### src/verilog/lcc_pkg.sv
// lcc_pkg: constants, register map and types of the logic cell block
// assumes a 32-bit APB slave port, registers in the low byte of each word
package lcc_pkg;
  localparam int NCELL = 4;  // logic cells
  localparam int NDIN  = 4;  // data inputs, also gates, per cell
  localparam int NSRC  = 8;  // selectable sources
  // register index inside one cell window, byte address is four times it
  localparam logic [3:0] RIX_CON  = 4'h0;
  localparam logic [3:0] RIX_POL  = 4'h1;
  localparam logic [3:0] RIX_SEL0 = 4'h2;  // input select 0..3 at 2..5
  localparam logic [3:0] RIX_GLS0 = 4'h6;  // gate select 0..3 at 6..9
  localparam logic [3:0] RIX_LAST = 4'h9;
  localparam logic [11:0] ADR_CELL_TOP = 12'h0FF;  // cells at 0x000 + 0x40*n
  localparam logic [11:0] ADR_MIRROR   = 12'h100;
  localparam logic [11:0] ADR_FLAG     = 12'h104;
  localparam logic [11:0] ADR_IE       = 12'h108;
  localparam logic [11:0] ADR_IRQ_CONTROL_REG   = 12'h10C;
  // field positions
  localparam int POL_OUT    = 7;
  localparam int IRQ_CONTROL_REG_GIE = 7;
  localparam int IRQ_CONTROL_REG_PIE = 6;
  localparam logic [2:0] SRC_FAST_OSC = 3'h7;  // source 7 is the fast oscillator
  // values after reset
  localparam logic [7:0] CON_RST    = 8'h00;
  localparam logic [3:0] FLAG_RST   = 4'h0;
  localparam logic [3:0] IE_RST     = 4'h0;
  localparam logic [1:0] IRQ_CONTROL_REG_RST = 2'h0;
  // combining functions of the four gates
  typedef enum logic [2:0] {
    LCC_ANDOR, LCC_ORXOR, LCC_AND4, LCC_SRLATCH,
    LCC_OR4, LCC_XOR4, LCC_DLATCH, LCC_NOR4
  } lcc_mode_t;
  // cell control register layout
  typedef struct packed {
    logic      en;    // cell_enable_bit
    logic      rsv;   // reads zero
    logic      out;   // cell_output_bit, read only
    logic      intp;  // rise_irq_enable
    logic      intn;  // fall_irq_enable
    lcc_mode_t mode;  // logic_function_field
  } lcc_con_t;
endpackage

### src/verilog/lcc_top.sv
// lcc_top: four configurable logic cells with edge interrupts behind APB
// assumes pclk 40 MHz, source pins asynchronous to pclk, an APB master that waits on pready
//
// Our own choices: the address map and the APB interface to the registers.
`timescale 1ns/1ps
module lcc_top (
  // clock and reset
  input  wire logic                      pclk,
  input  wire logic                      presetn,
  // apb slave
  input  wire logic                      psel,
  input  wire logic                      penable,
  input  wire logic                      pwrite,
  input  wire logic [11:0]               paddr,
  input  wire logic [31:0]               pwdata,
  output logic      [31:0]               prdata,
  output logic                           pready,
  output logic                           pslverr,
  // cell sources and results
  input  wire logic [lcc_pkg::NSRC-1:0]  cell_data_in,
  output logic      [lcc_pkg::NCELL-1:0] cell_out,
  output logic                           irq,
  output logic                           osc_keep_alive
);
  import lcc_pkg::*;

  logic [NSRC-1:0]  src_s1_q;                 // first sync stage
  logic [NSRC-1:0]  src_s2_q;                 // second sync stage
  lcc_con_t         con_q  [NCELL];           // cell_control_reg
  logic [7:0]       pol_q  [NCELL];           // polarity_reg
  logic [2:0]       sel_q  [NCELL][NDIN];     // input_select_reg 0..3
  logic [7:0]       gls_q  [NCELL][NDIN];     // gate_select_reg, [2] is gate_two_data_select
  logic [NCELL-1:0] out_q;                    // registered cell outputs
  logic [NCELL-1:0] prev_q;                   // previous output for edges
  logic [NCELL-1:0] lat_q;                    // latch state per cell
  logic [NCELL-1:0] lat_d;
  logic [NCELL-1:0] out_d;
  logic [NCELL-1:0] rise_w;
  logic [NCELL-1:0] fall_w;
  logic [NCELL-1:0] set_w;                    // qualified edge per cell
  logic [NCELL-1:0] clr_w;                    // software clear per cell
  logic [NCELL-1:0] osc_use_w;
  logic [NCELL-1:0] flag_q;                   // cell_irq_flag
  logic [NCELL-1:0] ie_q;                     // cell_irq_enable
  logic [1:0]       irq_control_reg_q;                 // global, peripheral gates
  logic [31:0]      prdata_q;
  logic [31:0]      rdata_d;
  logic             pready_q;
  logic             pslverr_q;
  logic             hit_d;
  logic             irq_q;
  logic             osc_q;
  logic             in_cell;                  // address inside cell windows
  logic [1:0]       cix;                      // addressed cell
  logic [3:0]       rix;                      // addressed register index
  logic [1:0]       six;                      // select or gate index
  logic             wr_w;                     // write taken this edge

  assign prdata         = prdata_q;
  assign pready         = pready_q;
  assign pslverr        = pslverr_q;
  assign cell_out       = out_q;
  assign irq            = irq_q;
  assign osc_keep_alive = osc_q;

  // address split, shared by read and write paths
  assign in_cell = (paddr <= ADR_CELL_TOP);
  assign cix     = paddr[7:6];
  assign rix     = paddr[5:2];
  assign six     = (rix < RIX_GLS0) ? 2'(rix - RIX_SEL0) : 2'(rix - RIX_GLS0);
  // a write lands only at the access edge that sees pready high
  assign wr_w    = psel & penable & pready_q & pwrite;

  // pins are asynchronous: two stages before any cell logic
  always_ff @(posedge pclk or negedge presetn) begin
    if (!presetn) begin
      src_s1_q <= '0;
      src_s2_q <= '0;
    end else begin
      src_s1_q <= cell_data_in;
      src_s2_q <= src_s1_q;
    end
  end

  // read mux and decode hit
  always_comb begin
    rdata_d = '0;
    hit_d   = 1'b1;
    if (in_cell && rix == RIX_CON) begin
      rdata_d[7:0] = con_q[cix];
      rdata_d[5]   = out_q[cix];                 // live output in place of stored bit
    end else if (in_cell && rix == RIX_POL) begin
      rdata_d[7:0] = pol_q[cix];
    end else if (in_cell && rix >= RIX_SEL0 && rix < RIX_GLS0) begin
      rdata_d[2:0] = sel_q[cix][six];
    end else if (in_cell && rix >= RIX_GLS0 && rix <= RIX_LAST) begin
      rdata_d[7:0] = gls_q[cix][six];
    end else if (paddr == ADR_MIRROR) begin
      rdata_d[NCELL-1:0] = out_q;                // one edge samples every cell
    end else if (paddr == ADR_FLAG) begin
      rdata_d[NCELL-1:0] = flag_q;
    end else if (paddr == ADR_IE) begin
      rdata_d[NCELL-1:0] = ie_q;
    end else if (paddr == ADR_IRQ_CONTROL_REG) begin
      rdata_d[7:6] = irq_control_reg_q;
    end else begin
      hit_d = 1'b0;                              // unmapped: error answer
    end
  end

  // apb answer: no wait state, ready and data staged in setup
  always_ff @(posedge pclk or negedge presetn) begin
    if (!presetn) begin
      pready_q  <= 1'b0;
      pslverr_q <= 1'b0;
      prdata_q  <= '0;
    end else begin
      pready_q  <= psel & ~penable;
      pslverr_q <= psel & ~penable & ~hit_d;
      if (psel && !penable) begin
        prdata_q <= pwrite ? '0 : rdata_d;       // mirror captured here, all cells at once
      end
    end
  end

  // control register: cleared by reset
  always_ff @(posedge pclk or negedge presetn) begin
    if (!presetn) begin
      for (int c = 0; c < NCELL; c++) begin
        con_q[c] <= lcc_con_t'(CON_RST);
      end
    end else if (wr_w && in_cell && rix == RIX_CON && hit_d) begin
      con_q[cix] <= lcc_con_t'({pwdata[7], 2'b00, pwdata[4:0]});
    end
  end

  // selections carry no reset so they survive it; unknown until first written
  always_ff @(posedge pclk) begin
    if (wr_w && in_cell && rix == RIX_POL) begin
      pol_q[cix] <= pwdata[7:0];
    end
    if (wr_w && in_cell && rix >= RIX_SEL0 && rix < RIX_GLS0) begin
      sel_q[cix][six] <= pwdata[2:0];
    end
    if (wr_w && in_cell && rix >= RIX_GLS0 && rix <= RIX_LAST) begin
      gls_q[cix][six] <= pwdata[7:0];
    end
  end

  // per cell datapath: selects, gates, function, polarity, edges
  for (genvar c = 0; c < NCELL; c++) begin : g_cell
    logic [NDIN-1:0] din;
    logic [7:0]      pv;                         // pair vector, true above inverted
    logic [NDIN-1:0] gt;
    logic            fn;
    for (genvar d = 0; d < NDIN; d++) begin : g_din
      assign din[d]       = src_s2_q[sel_q[c][d]];
      assign pv[2*d+1]    = din[d];
      assign pv[2*d]      = ~din[d];
      assign gt[d]        = (|(gls_q[c][d] & pv)) ^ pol_q[c][d];
    end
    logic [NDIN-1:0] osc_hit;                    // per select: enabled cell picks the oscillator
    for (genvar d = 0; d < NDIN; d++) begin : g_osc
      assign osc_hit[d] = con_q[c].en & (sel_q[c][d] == SRC_FAST_OSC);
    end
    // one driver per cell for the oscillator request
    assign osc_use_w[c] = |osc_hit;

    // combining function; latches are held in lat_q
    always_comb begin
      lat_d[c] = lat_q[c];
      fn       = 1'b0;
      unique case (con_q[c].mode)
        LCC_ANDOR:   fn = (gt[0] & gt[1]) | (gt[2] & gt[3]);
        LCC_ORXOR:   fn = (gt[0] | gt[1]) ^ (gt[2] | gt[3]);
        LCC_AND4:    fn = &gt;
        LCC_SRLATCH: begin
          lat_d[c] = (gt[0] | gt[1]) | (lat_q[c] & ~(gt[2] | gt[3]));  // set wins
          fn       = lat_d[c];
        end
        LCC_OR4:     fn = |gt;
        LCC_XOR4:    fn = ^gt;
        LCC_DLATCH: begin
          lat_d[c] = gt[0] ? gt[1] : lat_q[c];   // gate 0 opens, gate 1 is data
          fn       = lat_d[c];
        end
        LCC_NOR4:    fn = ~(|gt);
      endcase
      out_d[c] = con_q[c].en & (fn ^ pol_q[c][POL_OUT]);
    end

    // edge detectors against the registered copy
    assign rise_w[c] = out_q[c] & ~prev_q[c];
    assign fall_w[c] = ~out_q[c] & prev_q[c];
    assign set_w[c]  = (rise_w[c] & con_q[c].intp) | (fall_w[c] & con_q[c].intn);
    assign clr_w[c]  = wr_w & (paddr == ADR_FLAG) & pwdata[c];

    chk_rise_flag_set: assert property (@(posedge pclk) disable iff (!presetn)
      rise_w[c] && con_q[c].intp |=> flag_q[c]) else $error("rising edge lost");
    chk_flag_has_cause: assert property (@(posedge pclk) disable iff (!presetn)
      $rose(flag_q[c]) |-> $past(set_w[c])) else $error("flag set without enabled edge");
    chk_flag_sticky: assert property (@(posedge pclk) disable iff (!presetn)
      flag_q[c] && !clr_w[c] |=> flag_q[c]) else $error("flag dropped without clear");
    chk_set_beats_clr: assert property (@(posedge pclk) disable iff (!presetn)
      set_w[c] && clr_w[c] |=> flag_q[c]) else $error("clear beat a new edge");
    chk_disabled_low: assert property (@(posedge pclk) disable iff (!presetn)
      !con_q[c].en |=> !out_q[c]) else $error("disabled cell output high");
    chk_edge_once: assert property (@(posedge pclk) disable iff (!presetn)
      (rise_w[c] | fall_w[c]) == (out_q[c] != $past(out_q[c]))) else $error("edge not one per output change");
    chk_osc_keep: assert property (@(posedge pclk) disable iff (!presetn)
      osc_use_w[c] |=> osc_keep_alive) else $error("oscillator request missing");
  end

  // outputs, latches and edge history run on every edge, no cpu involvement
  always_ff @(posedge pclk or negedge presetn) begin
    if (!presetn) begin
      out_q  <= '0;
      prev_q <= '0;
      lat_q  <= '0;
    end else begin
      out_q  <= out_d;
      prev_q <= out_q;
      lat_q  <= lat_d;
    end
  end

  // sticky flags: hardware set wins over write-one-to-clear
  always_ff @(posedge pclk or negedge presetn) begin
    if (!presetn) begin
      flag_q <= FLAG_RST;
    end else begin
      flag_q <= (flag_q & ~clr_w) | set_w;
    end
  end

  // mask and global gates
  always_ff @(posedge pclk or negedge presetn) begin
    if (!presetn) begin
      ie_q     <= IE_RST;
      irq_control_reg_q <= IRQ_CONTROL_REG_RST;
    end else begin
      if (wr_w && paddr == ADR_IE) begin
        ie_q <= pwdata[NCELL-1:0];
      end
      if (wr_w && paddr == ADR_IRQ_CONTROL_REG) begin
        irq_control_reg_q <= pwdata[IRQ_CONTROL_REG_GIE:IRQ_CONTROL_REG_PIE];
      end
    end
  end

  // interrupt line and oscillator request, both registered
  always_ff @(posedge pclk or negedge presetn) begin
    if (!presetn) begin
      irq_q <= 1'b0;
      osc_q <= 1'b0;
    end else begin
      irq_q <= irq_control_reg_q[1] & irq_control_reg_q[0] & (|(flag_q & ie_q));
      osc_q <= |osc_use_w;
    end
  end

  chk_irq_gating: assert property (@(posedge pclk) disable iff (!presetn)
    irq |-> $past(irq_control_reg_q[1]) && $past(irq_control_reg_q[0]) && ($past(flag_q & ie_q) != '0))
    else $error("interrupt without all enables");
  chk_mirror_read: assert property (@(posedge pclk) disable iff (!presetn)
    psel && !penable && !pwrite && paddr == ADR_MIRROR |=> prdata[NCELL-1:0] == $past(out_q))
    else $error("mirror not a single snapshot");
endmodule

### config.mk
export PLATFORM = sky130hd
export DESIGN_NAME = lcc_top
export DESIGN_NICKNAME = d
export VERILOG_FILES = /design/src/verilog/lcc_pkg.sv /design/src/verilog/lcc_top.sv
export SDC_FILE = /design/constraint.sdc
export NUM_CORES = 1
export LEC_CHECK = 0
export ABC_CLOCK_PERIOD_IN_PS = 4800
export BUFFER_PORTS_ARGS = -buffer_cell sky130_fd_sc_hd__buf_2
export CORE_UTILIZATION = 35
export DETAILED_ROUTE_END_ITERATION = 10
export GPL_TIMING_DRIVEN = 0
export PLACE_DENSITY = 0.57
export SETUP_SLACK_MARGIN = 0.3
export SLEW_MARGIN = 20
export SYNTH_ARGS = -nofsm -noshare
export SYNTH_HDL_FRONTEND = slang
export SYNTH_SLANG_ARGS = --single-unit
export TNS_END_PERCENT = 100
### constraint.sdc
create_clock -name pclk -period 4.8 [get_ports pclk]
set_input_delay 0.96 -clock pclk [delete_from_list [all_inputs] [get_ports pclk]]
set_output_delay 0.96 -clock pclk [all_outputs]
set_load 0.05 [all_outputs]
# Word-level counts from Yosys, hierarchy flattened
# Memory sizes are Yosys's and may differ from the RTL's.
# Index checks and enable logic that the tools add are counted.
dict set report totals {
  input_bits 57
  regBits 106
  mem_bits_rw 208
  mem_count 3
  output_inout_bits 40
}
dict set report classes {
  bitwise_logic 160
  n_eq_ne 49
  add_sub_neg 2
  order_cmp 26
  n_reduce_logical 59
  muxes 92
}
# name depth width rd rd_ports_with_merged_regs wr line_no
set memory_table {}
lappend memory_table {gls_q 4 32 5 0 1 lcc_top.sv:32} ;# logic [7:0] gls_q [NCELL][NDIN];
lappend memory_table {sel_q 4 12 5 0 1 lcc_top.sv:31} ;# logic [2:0] sel_q [NCELL][NDIN];
lappend memory_table {pol_q 4 8 5 0 1 lcc_top.sv:30} ;# logic [7:0] pol_q [NCELL];
# cell n
set ops {}
lappend ops {{AND 8 bit} 16}
lappend ops {{OR reduction 8 bit} 16}
lappend ops {{== test 3 bit, second input constant} 32}
lappend ops {{2-to-1 mux 8 bit} 9}
lappend ops {{less-than comparator 3 x 4 -> 1 bit, second input constant} 16}
lappend ops {{AND 1 bit} 60}
lappend ops {{binary-select mux 1 bit (select 3 bit)} 16}
lappend ops {{== test 12 x 9 -> 1 bit, second input constant} 4}
lappend ops {{inverter 1 bit} 34}
lappend ops {{2-to-1 mux 1 bit} 33}
lappend ops {{binary-select mux 8 bit (select 2 bit)} 2}
lappend ops {{bitwise mux 32 bit} 1}
lappend ops {{demux 8 bit (select 2 bit)} 2}
lappend ops {{2-to-1 mux 32 bit} 1}
lappend ops {{case mux 1 bit (8 select lines)} 4}
lappend ops {{== test 3 x 2 -> 1 bit, second input constant} 8}
lappend ops {{bitwise XOR 1 bit} 24}
lappend ops {{OR 1 bit} 20}
lappend ops {{OR reduction 4 bit} 5}
lappend ops {{logical AND 1 bit} 19}
lappend ops {{2-to-1 mux 4 bit} 4}
lappend ops {{AND reduction 4 bit} 4}
lappend ops {{OR reduction 16 bit} 1}
lappend ops {{parity 4 bit} 4}
lappend ops {{27 further kinds} 53}

# Depth between registers and ports, before layout
# Gate-level depths: netlist of the first run.
# An unclocked memory read counts as a cell.
dict set report depth {
  depth_word 14
  ltp_mapped 16
  mapped_depth_nobuf 15
}

# Worst setup path before layout of the first run
# Ideal clock, no wire load.
dict set report synth_timing {
  kind {reg-to-reg}
  start {reg src_s2_q[5]}
  end {reg out_q[0] (netlist: cell_out[0])}
  setup_ps 79
  n_path_buf 1
  arrival_ps 3304
  stages_incl_launch_ff 16
  path_slack_ps 1417
  period_less_slack_ps 3383
  cell_sequence {dfrtp_1 > buf_4 > mux4_2 > mux2i_4 > mux2i_1 > nand4_2 > xor2_4 > inv_1 > ha_1 > ha_1 > nand2_1 > o211ai_1 > a311oi_1 > o21ai_1 > a221oi_1 > mux2i_1}
}
dict set report synth_via {
  elab_chain_cells 13
}
# element line_no
set synth_rtl {}
lappend synth_rtl {{from (decl)} lcc_top.sv:28} ;# logic [NSRC-1:0] src_s2_q;
lappend synth_rtl {{from (signal assigned)} lcc_top.sv:81} ;# src_s2_q <= src_s1_q;
lappend synth_rtl {{binary-select mux 1 bit (select 3 bit)} lcc_top.sv:157} ;# assign din[d] = src_s2_q[sel_q[c][d]];
lappend synth_rtl {{2-to-1 mux 1 bit (not written as such)} lcc_top.sv:157}
lappend synth_rtl {{inverter 1 bit} lcc_top.sv:159} ;# assign pv[2*d] = ~din[d];
lappend synth_rtl {{AND 8 bit} lcc_top.sv:160} ;# assign gt[d] = (|(gls_q[c][d] & pv)) ^ pol_q[c][d];
lappend synth_rtl {{OR reduction 8 bit} lcc_top.sv:160}
lappend synth_rtl {{bitwise XOR 1 bit} lcc_top.sv:160}
lappend synth_rtl {{OR 1 bit} {lcc_top.sv:175, lcc_top.sv:178}}
lappend synth_rtl {{inverter 1 bit} lcc_top.sv:178} ;# lat_d[c] = (gt[0] | gt[1]) | (lat_q[c] & ~(gt[2] | gt[3]));
lappend synth_rtl {{AND 1 bit} lcc_top.sv:178}
lappend synth_rtl {{OR 1 bit} lcc_top.sv:178}
lappend synth_rtl {{case mux 1 bit (8 select lines) (*)} lcc_top.sv:173} ;# unique case (con_q[c].mode)
lappend synth_rtl {{bitwise XOR 1 bit (*)} lcc_top.sv:189} ;# out_d[c] = con_q[c].en & (fn ^ pol_q[c][POL_OUT]);
lappend synth_rtl {{AND 1 bit (*)} lcc_top.sv:189}
lappend synth_rtl {{via out_d[0]} lcc_top.sv:37} ;# logic [NCELL-1:0] out_d;
lappend synth_rtl {{to (signal assigned)} lcc_top.sv:221} ;# out_q <= out_d;
lappend synth_rtl {{to (decl)} lcc_top.sv:33} ;# logic [NCELL-1:0] out_q;
# Mark *: on every way through the listed nets, which the timed path passes. The rest lies on a longest branch. The select of a mux whose other input is x is not followed.
# A chain may end at the register's enable or synchronous reset.

# Final worst setup path of the first run
dict set report layout_timing {
  start {reg src_s2_q[1]}
  end {reg out_q[3] (netlist: cell_out[3])}
}
# The elaborated chain is that of the path after synthesis.

==> impl_metrics.env, run 1 <==
export IMPL_end_kind="flip-flop"
export IMPL_clock_skew_ns=0.0187
export IMPL_clk_latency_ns=0.58
export IMPL_ys_ff_latch=282
export IMPL_synth_area_leaders="edfxtp_1 43%, mux4_2 15%, dfrtp_1 13%"
export IMPL_clkTransAtPathRegs_ns=0.06
export IMPL_cts_hold_buf=0
export IMPL_crit_end="cell_out[3]$_DFF_PN0_"
export IMPL_startpoint="src_s2_q[1]$_DFF_PN0_"
export IMPL_crit_type="flip-flop to flip-flop"
export IMPL_crit_required_ns=5.29
export IMPL_grtUsageTotal_pct=20.5
export IMPL_portBuffers=44
export IMPL_async_flop_share_pct=26.2
export IMPL_cp_data_arrival_time_ns=4.78
export IMPL_fmax_mhz=233
export IMPL_synth_top_family_by_area="multiplexers"
export IMPL_synth_edf_count=208
export IMPL_cts_max_level=1
export IMPL_cts_tree="done"
export IMPL_min_period_ns=4.29
export IMPL_die_x_um=205
export IMPL_area_delta_synth_final_pct=14.8
export IMPL_netlist_top_cells_count="208 x edfxtp_1, 93 x mux4_2, 79 x mux2i_1"
export IMPL_via_count=8942
export IMPL_wirelength_um=42200
export IMPL_synth_top_flop_cell="edfxtp_1"
export IMPL_syn_inst=914
export IMPL_cts_buffers=30
export IMPL_die_h_um=205
export IMPL_root_buffer="clkbuf_16"
export IMPL_cts_sinks=282
export IMPL_antenna_left=0
export IMPL_rsz0062_at_grt="no"
export IMPL_dieArea_um2=42000
export IMPL_ys_warn_count=0
export IMPL_antenna_found_initial=0
export IMPL_yosys_area_top_type="edfxtp_1"
export IMPL_hold_viol_final=0
export IMPL_setup_viol=0
export IMPL_post_dp_hpwl_um=29600
export IMPL_r2r_slack_ns=0.51
export IMPL_slew_headroom_pct=25.7
export IMPL_yosysSeqAreaShare_pct=56.2
export IMPL_grt_start_max_net_pins=57
export IMPL_synth_compound_area_share_pct=4.53
export IMPL_overflow=0
export IMPL_synth_top_area_share_pct=43.4
export IMPL_setup_tns_ns=0
export IMPL_synthDistinctLibCells=60
export IMPL_synth_xor_area_share_pct=1.72
export IMPL_grt_pass1_vias=8793
export IMPL_pin_count=97
export IMPL_maxCapViolCount=0
export IMPL_rows=73
export IMPL_synthAdderAreaFrac_pct=1.39
export IMPL_status="finished, final reports clean"
export IMPL_syn_area_um2=14400
export IMPL_drtIter0Drc=813
export IMPL_yosys_area_share_simple_pct=6.52
export IMPL_syn_area_per_cell_um2=15.8
export IMPL_post_route_cells_drive_above_1_share_pct=26.1
export IMPL_postLayoutCoreUtil_pct=41.1
export IMPL_drt_first_pass_iters=7
export IMPL_power_density_nw_per_um2=329
export IMPL_finalCritPeriodShare_pct=89.5
export IMPL_irDropWorstVdd_uv=249
export IMPL_synthMostInstantiatedCell="edfxtp_1"
export IMPL_hp_class="input pin to async pin"
export IMPL_worst_r2r_endpoint="cell_out[3]$_DFF_PN0_"
export IMPL_cp_start_kind="flip-flop"
export IMPL_maxSlewViolCount=0
export IMPL_wl_per_cell_um=26.9
export IMPL_coreArea_um2=40200
export IMPL_worst_pin_slew_ns=1.12
export IMPL_initial_core_util_pct=35.8
export IMPL_via_per_inst=5.70
export IMPL_fill_cells=3710
export IMPL_yosys_mux_area_fraction_pct=26.2
export IMPL_cp_max_fo=10
export IMPL_p_leak_nw=6.10
export IMPL_clockBufferDepth=3
export IMPL_nets=1093
export IMPL_r2r_start="src_s2_q[1]$_DFF_PN0_"
export IMPL_grt_pass1_wl_um=61800
export IMPL_num_antenna_cells=0
export IMPL_drc_errors=0
export IMPL_gp_congestion=0.844
export IMPL_reg2regPathDepth=15
==> where the power goes <==
| part | internal, mW | switching (mW) | leakage (nW) |
|---|---|---|---|
| combinational | 0.156 | 0.276 | 2.75 |
| sequential | 2.63 | 0.0101 | 2.85 |
| clock | 1.39 | 0.975 | 0.501 |
==> per-layer routing <==
metal	GRT usage [%]	vias up	wire [um]
met5	0	-	0
met3	2.04	71	2620
li1	-	3809	-
met1	29.0	4671	18600
met2	32.9	391	19800
met4	7.06	0	1230
==> layout make-up <==
class	instances	area [um^2]	area share (%)
Multi-Input combinational cell	565	5920	35.8
Clock buffer	47	938	5.67
Clock inverter	9	72.6	0.439
Tap cell	525	657	3.97
Inverter	21	78.8	0.477
Sequential cell	282	8100	49.0
Timing Repair Buffer	51	358	2.16
Buffer	69	415	2.51
==> placed cells by master, fill, tap and decap left out, types with 20 or more instances in the layout <==
| cell type | instances |
|---|---|
| edfxtp_1 | 208 |
| mux4_2 | 93 |
| conb_1 | 24 |
| inv_1 | 20 |
| buf_4 | 28 |
| nand3_1 | 21 |
| buf_2 | 54 |
| nand2_1 | 50 |
| dfrtp_1 | 74 |
| mux2i_1 | 79 |
| clkbuf_16 | 33 |
| clkbuf_1 | 29 |
| nor2_1 | 50 |
| mux2_1 | 30 |
==> worst max-delay path: stages, from the launching register on <==
cell      delay (ns)
dfrtp_1         0.47
buf_2           0.24
mux4_2          0.50
mux2i_4         0.41
mux2i_1         0.29
nand4_1         0.29
xor2_1          0.24
inv_1           0.07
ha_1            0.23
ha_1            0.23
nand2_1         0.07
o211ai_1        0.08
a311oi_1        0.38
o22ai_1         0.17
a22oi_2         0.32
mux2i_1         0.21
==> state kept, by name, indices dropped and copies added, names as in the netlist <==
register,flops
irq_control_reg_q,2
gls_q,128
con_q,24
prev_q,4
cell_out,4
irq,1
src_s1_q,8
pready,1
osc_keep_alive,1
lat_q,4
pol_q,32
sel_q,48
src_s2_q,8
ie_q,4
flag_q,4
pslverr,1
prdata,8
==> how the worst min path moves through the flow <==
stage                           from                     to  cells past startpoint  slack [ns]
5_1_grt                      presetn  src_s1_q[0]$_DFF_PN0_                      1        0.30
4_1_cts                      presetn  src_s2_q[1]$_DFF_PN0_                      1        0.28
3_3_place_gp   src_s1_q[7]$_DFF_PN0_  src_s2_q[7]$_DFF_PN0_                      0        0.33
3_5_place_dp   src_s1_q[1]$_DFF_PN0_  src_s2_q[1]$_DFF_PN0_                      0        0.33
6_report                     presetn  src_s2_q[1]$_DFF_PN0_                      1        0.28
2_1_floorplan  src_s1_q[0]$_DFF_PN0_  src_s2_q[0]$_DFF_PN0_                      0        0.33
==> cells by family (layout without fill, tap and decap cells) <==
family | Yosys count | after routing
buffers and inverters | 90 | 197
multiplexers | 225 | 225
AO/OA/AOI/OAI | 93 | 93
AND/OR/NAND/NOR | 186 | 186
other | 1 | 24
adder cells (fa/ha/maj) | 16 | 16
XOR/XNOR | 21 | 21
flip-flops | 282 | 282
==> stage by stage <==
step	hold WS [ns]	worst slack (ns)	instance area (um^2)	power, mW	cells
global placement	0.332	0.244	15400	3.10	1506
CTS	0.278	0.379	16400	5.46	1563
global route	0.297	0.338	16500	5.57	1569
finish	0.281	0.505	16500	5.44	1569
floorplan	0.331	1.42	14500	2.94	937
detailed placement	0.335	0.170	15400	3.11	1507
==> what timing repair did <==
item	4_1_cts	5_1_grt
gates resized for setup	0	2
setup buffers	0	6
setup endpoints to repair	0	3
hold endpoints to repair	0	0
(Power assumes the default switching activity.)
==> inputs of run 2 (changes only) <==
==> constraint.sdc (replaced) <==
create_clock -name pclk -period 4.8 [get_ports pclk]
set_input_delay 0.48 -clock pclk [delete_from_list [all_inputs] [get_ports pclk]]
set_output_delay 0.48 -clock pclk [all_outputs]
set_load 0.1 [all_outputs]
==> impl_metrics.env, run 2 (synthesis gave the netlist of run 1 again) <==
export IMPL_status="finished, final reports clean"
export IMPL_crit_end="cell_out[3]$_DFF_PN0_"
export IMPL_via_per_inst=5.70
export IMPL_end_kind="flip-flop"
export IMPL_overflow=0
export IMPL_nets=1102
export IMPL_grt_start_max_net_pins=57
export IMPL_wirelength_um=42300
export IMPL_p_clk_share_pct=43.1
export IMPL_grt_pass1_vias=8842
export IMPL_min_period_ns=4.31
export IMPL_place_area_um2=15400
export IMPL_cp_top_family="multiplexers"
export IMPL_cts_sinks=282
export IMPL_post_dp_hpwl_um=29600
export IMPL_startpoint="src_s2_q[1]$_DFF_PN0_"
export IMPL_irDropWorstVdd_uv=247
export IMPL_gp_congestion=0.844
export IMPL_die_x_um=205
export IMPL_p_total_mw=5.49
export IMPL_hp_class="flip-flop to flip-flop"
export IMPL_r2r_slack_ns=0.49
export IMPL_slowest_stage="mux4_2"
export IMPL_maxCapViolCount=0
export IMPL_power_switching_mw=1.31
export IMPL_antenna_found_initial=0
export IMPL_final_cell_mix="208 x edfxtp_1, 93 x mux4_2, 79 x mux2i_1, 74 x dfrtp_1, 54 x buf_2"
export IMPL_reg2regPathDepth=15
export IMPL_maxSlewViolCount=0
export IMPL_grtUsageTotal_pct=20.6
export IMPL_worst_pin_slew_ns=1.15
export IMPL_via_count=8996
export IMPL_stdcell_area_um2=16600
export IMPL_portBuffers=44
export IMPL_setup_ws_ns=0.487
export IMPL_worst_r2r_endpoint="cell_out[3]$_DFF_PN0_"
export IMPL_cp_max_fo=10
export IMPL_intPower_mw=4.18
export IMPL_pwr_share_comb_pct=8.8
export IMPL_grt_pass1_wl_um=62000
export IMPL_power_share_sequential_pct=48.1
export IMPL_largest_register_ffs=128
export IMPL_antenna_left=0
export IMPL_finalCritPeriodShare_pct=89.9
export IMPL_power_density_nw_per_um2=330
export IMPL_largestRegisters="gls_q x128, sel_q x48, pol_q x32"
export IMPL_setup_tns_ns=0
export IMPL_clock_skew_ns=0.0207
export IMPL_clockBufferDepth=3
export IMPL_fmax_mhz=232
export IMPL_die_h_um=205
export IMPL_slew_headroom_pct=23.4
export IMPL_path_depth=15
export IMPL_clk_latency_ns=0.58
export IMPL_regMostFlops="gls_q"
export IMPL_cts_max_level=1
export IMPL_drc_errors=0
export IMPL_cts_buffers=30
export IMPL_crit_buf_inv=2
export IMPL_wl_per_cell_um=26.8
export IMPL_pin_count=97
export IMPL_crit_chain="buf_2 > mux4_2 > mux2i_4 > mux2i_1 > nand4_1 > xor2_1 > inv_1 > ha_1 > ha_1 > nand2_1 > o211ai_1 > a311oi_1 > o22ai_1 > a22oi_2 > mux2i_1"
export IMPL_rows=73
export IMPL_crit_required_ns=5.28
export IMPL_dieArea_um2=42000
export IMPL_cpPeakStageDelay_ns=0.50
export IMPL_coreArea_um2=40200
export IMPL_hold_depth=0
export IMPL_final_common_cell="edfxtp_1"
export IMPL_cp_data_arrival_time_ns=4.80
export IMPL_pre_cts_slack_ns=0.431
export IMPL_netSwitchingFraction_pct=23.8
export IMPL_crit_type="flip-flop to flip-flop"
export IMPL_drtIter0Drc=855
export IMPL_cp_start_kind="flip-flop"
export IMPL_num_antenna_cells=0
export IMPL_rsz0062_at_grt="no"
export IMPL_drt_first_pass_iters=5
export IMPL_clkTransAtPathRegs_ns=0.06
export IMPL_root_buffer="clkbuf_16"
export IMPL_initial_core_util_pct=35.8
export IMPL_setup_viol=0
export IMPL_hold_viol_final=0
export IMPL_cts_tree="done"
export IMPL_post_route_cells_drive_above_1_share_pct=25.8
export IMPL_area_delta_synth_final_pct=15.5
export IMPL_r2r_start="src_s2_q[1]$_DFF_PN0_"
export IMPL_p_leak_nw=6.14
==> run 2: cell types whose count changed in the layout (fill, tap and decap cells not counted) <==
cell           before  now
dlygate4sd3_1       0    9
==> run 2: layout make-up <==
class / count / area [um^2]
inverters: 21 / 78.8
fillers: 3706 / 23600
multi-input cells: 565 / 5920
repair buffers: 60 / 448
clock inverters: 9 / 72.6
flip-flops and latches: 282 / 8100
clock buffers: 47 / 938
plain buffers: 69 / 415
well taps: 525 / 657
==> run 2: per-layer routing <==
| metal | part of all wire, % | global-route usage [%] | vias up |
|---|---|---|---|
| li1 | - | - | 3834 |
| met1 | 43 | 29.1 | 4702 |
| met2 | 47 | 33.1 | 390 |
| met3 | 6.4 | 2.08 | 70 |
| met4 | 3.0 | 7.06 | 0 |
| met5 | 0 | 0 | - |
==> run 2: per-stage QoR <==
stage | utilization (%) | instances | hold WS [ns]
2_1_floorplan | - | 937 | 0.184
3_3_place_gp | 38.2 | 1506 | 0.332
3_5_place_dp | 38.3 | 1507 | 0.335
4_1_cts | 41.1 | 1572 | 0.340
5_1_grt | 41.4 | 1578 | 0.353
6_report | 41.4 | 1578 | 0.341
==> run 2: power by group through the flow <==
| stage | Combinational [mW] | Sequential [mW] | Clock, mW |
|---|---|---|---|
| after floorplan | 0.291 | 2.70 | 0 |
| after CTS | 0.472 | 2.64 | 2.40 |
| after global placement | 0.459 | 2.69 | 0 |
| after detailed placement | 0.466 | 2.69 | 0 |
| final | 0.484 | 2.64 | 2.36 |
| after global routing | 0.503 | 2.64 | 2.48 |
==> run 2: timing repair <==
action | 4_1_cts | 5_1_grt
resized for setup | 0 | 2
endpoints found under the setup margin | 0 | 3
hold buffers | 9 | 0
setup buffers | 0 | 6
endpoints found under the hold margin | 26 | 0
==> run 2: how the worst min path moves through the flow <==
stage	startpoint	to	slack, ns
2_1_floorplan	presetn	cell_out[0]$_DFF_PN0_	0.18
3_3_place_gp	src_s1_q[7]$_DFF_PN0_	src_s2_q[7]$_DFF_PN0_	0.33
3_5_place_dp	src_s1_q[1]$_DFF_PN0_	src_s2_q[1]$_DFF_PN0_	0.33
4_1_cts	presetn	src_s2_q[1]$_DFF_PN0_	0.34
5_1_grt	src_s1_q[6]$_DFF_PN0_	src_s2_q[6]$_DFF_PN0_	0.35
6_report	src_s1_q[1]$_DFF_PN0_	src_s2_q[1]$_DFF_PN0_	0.34
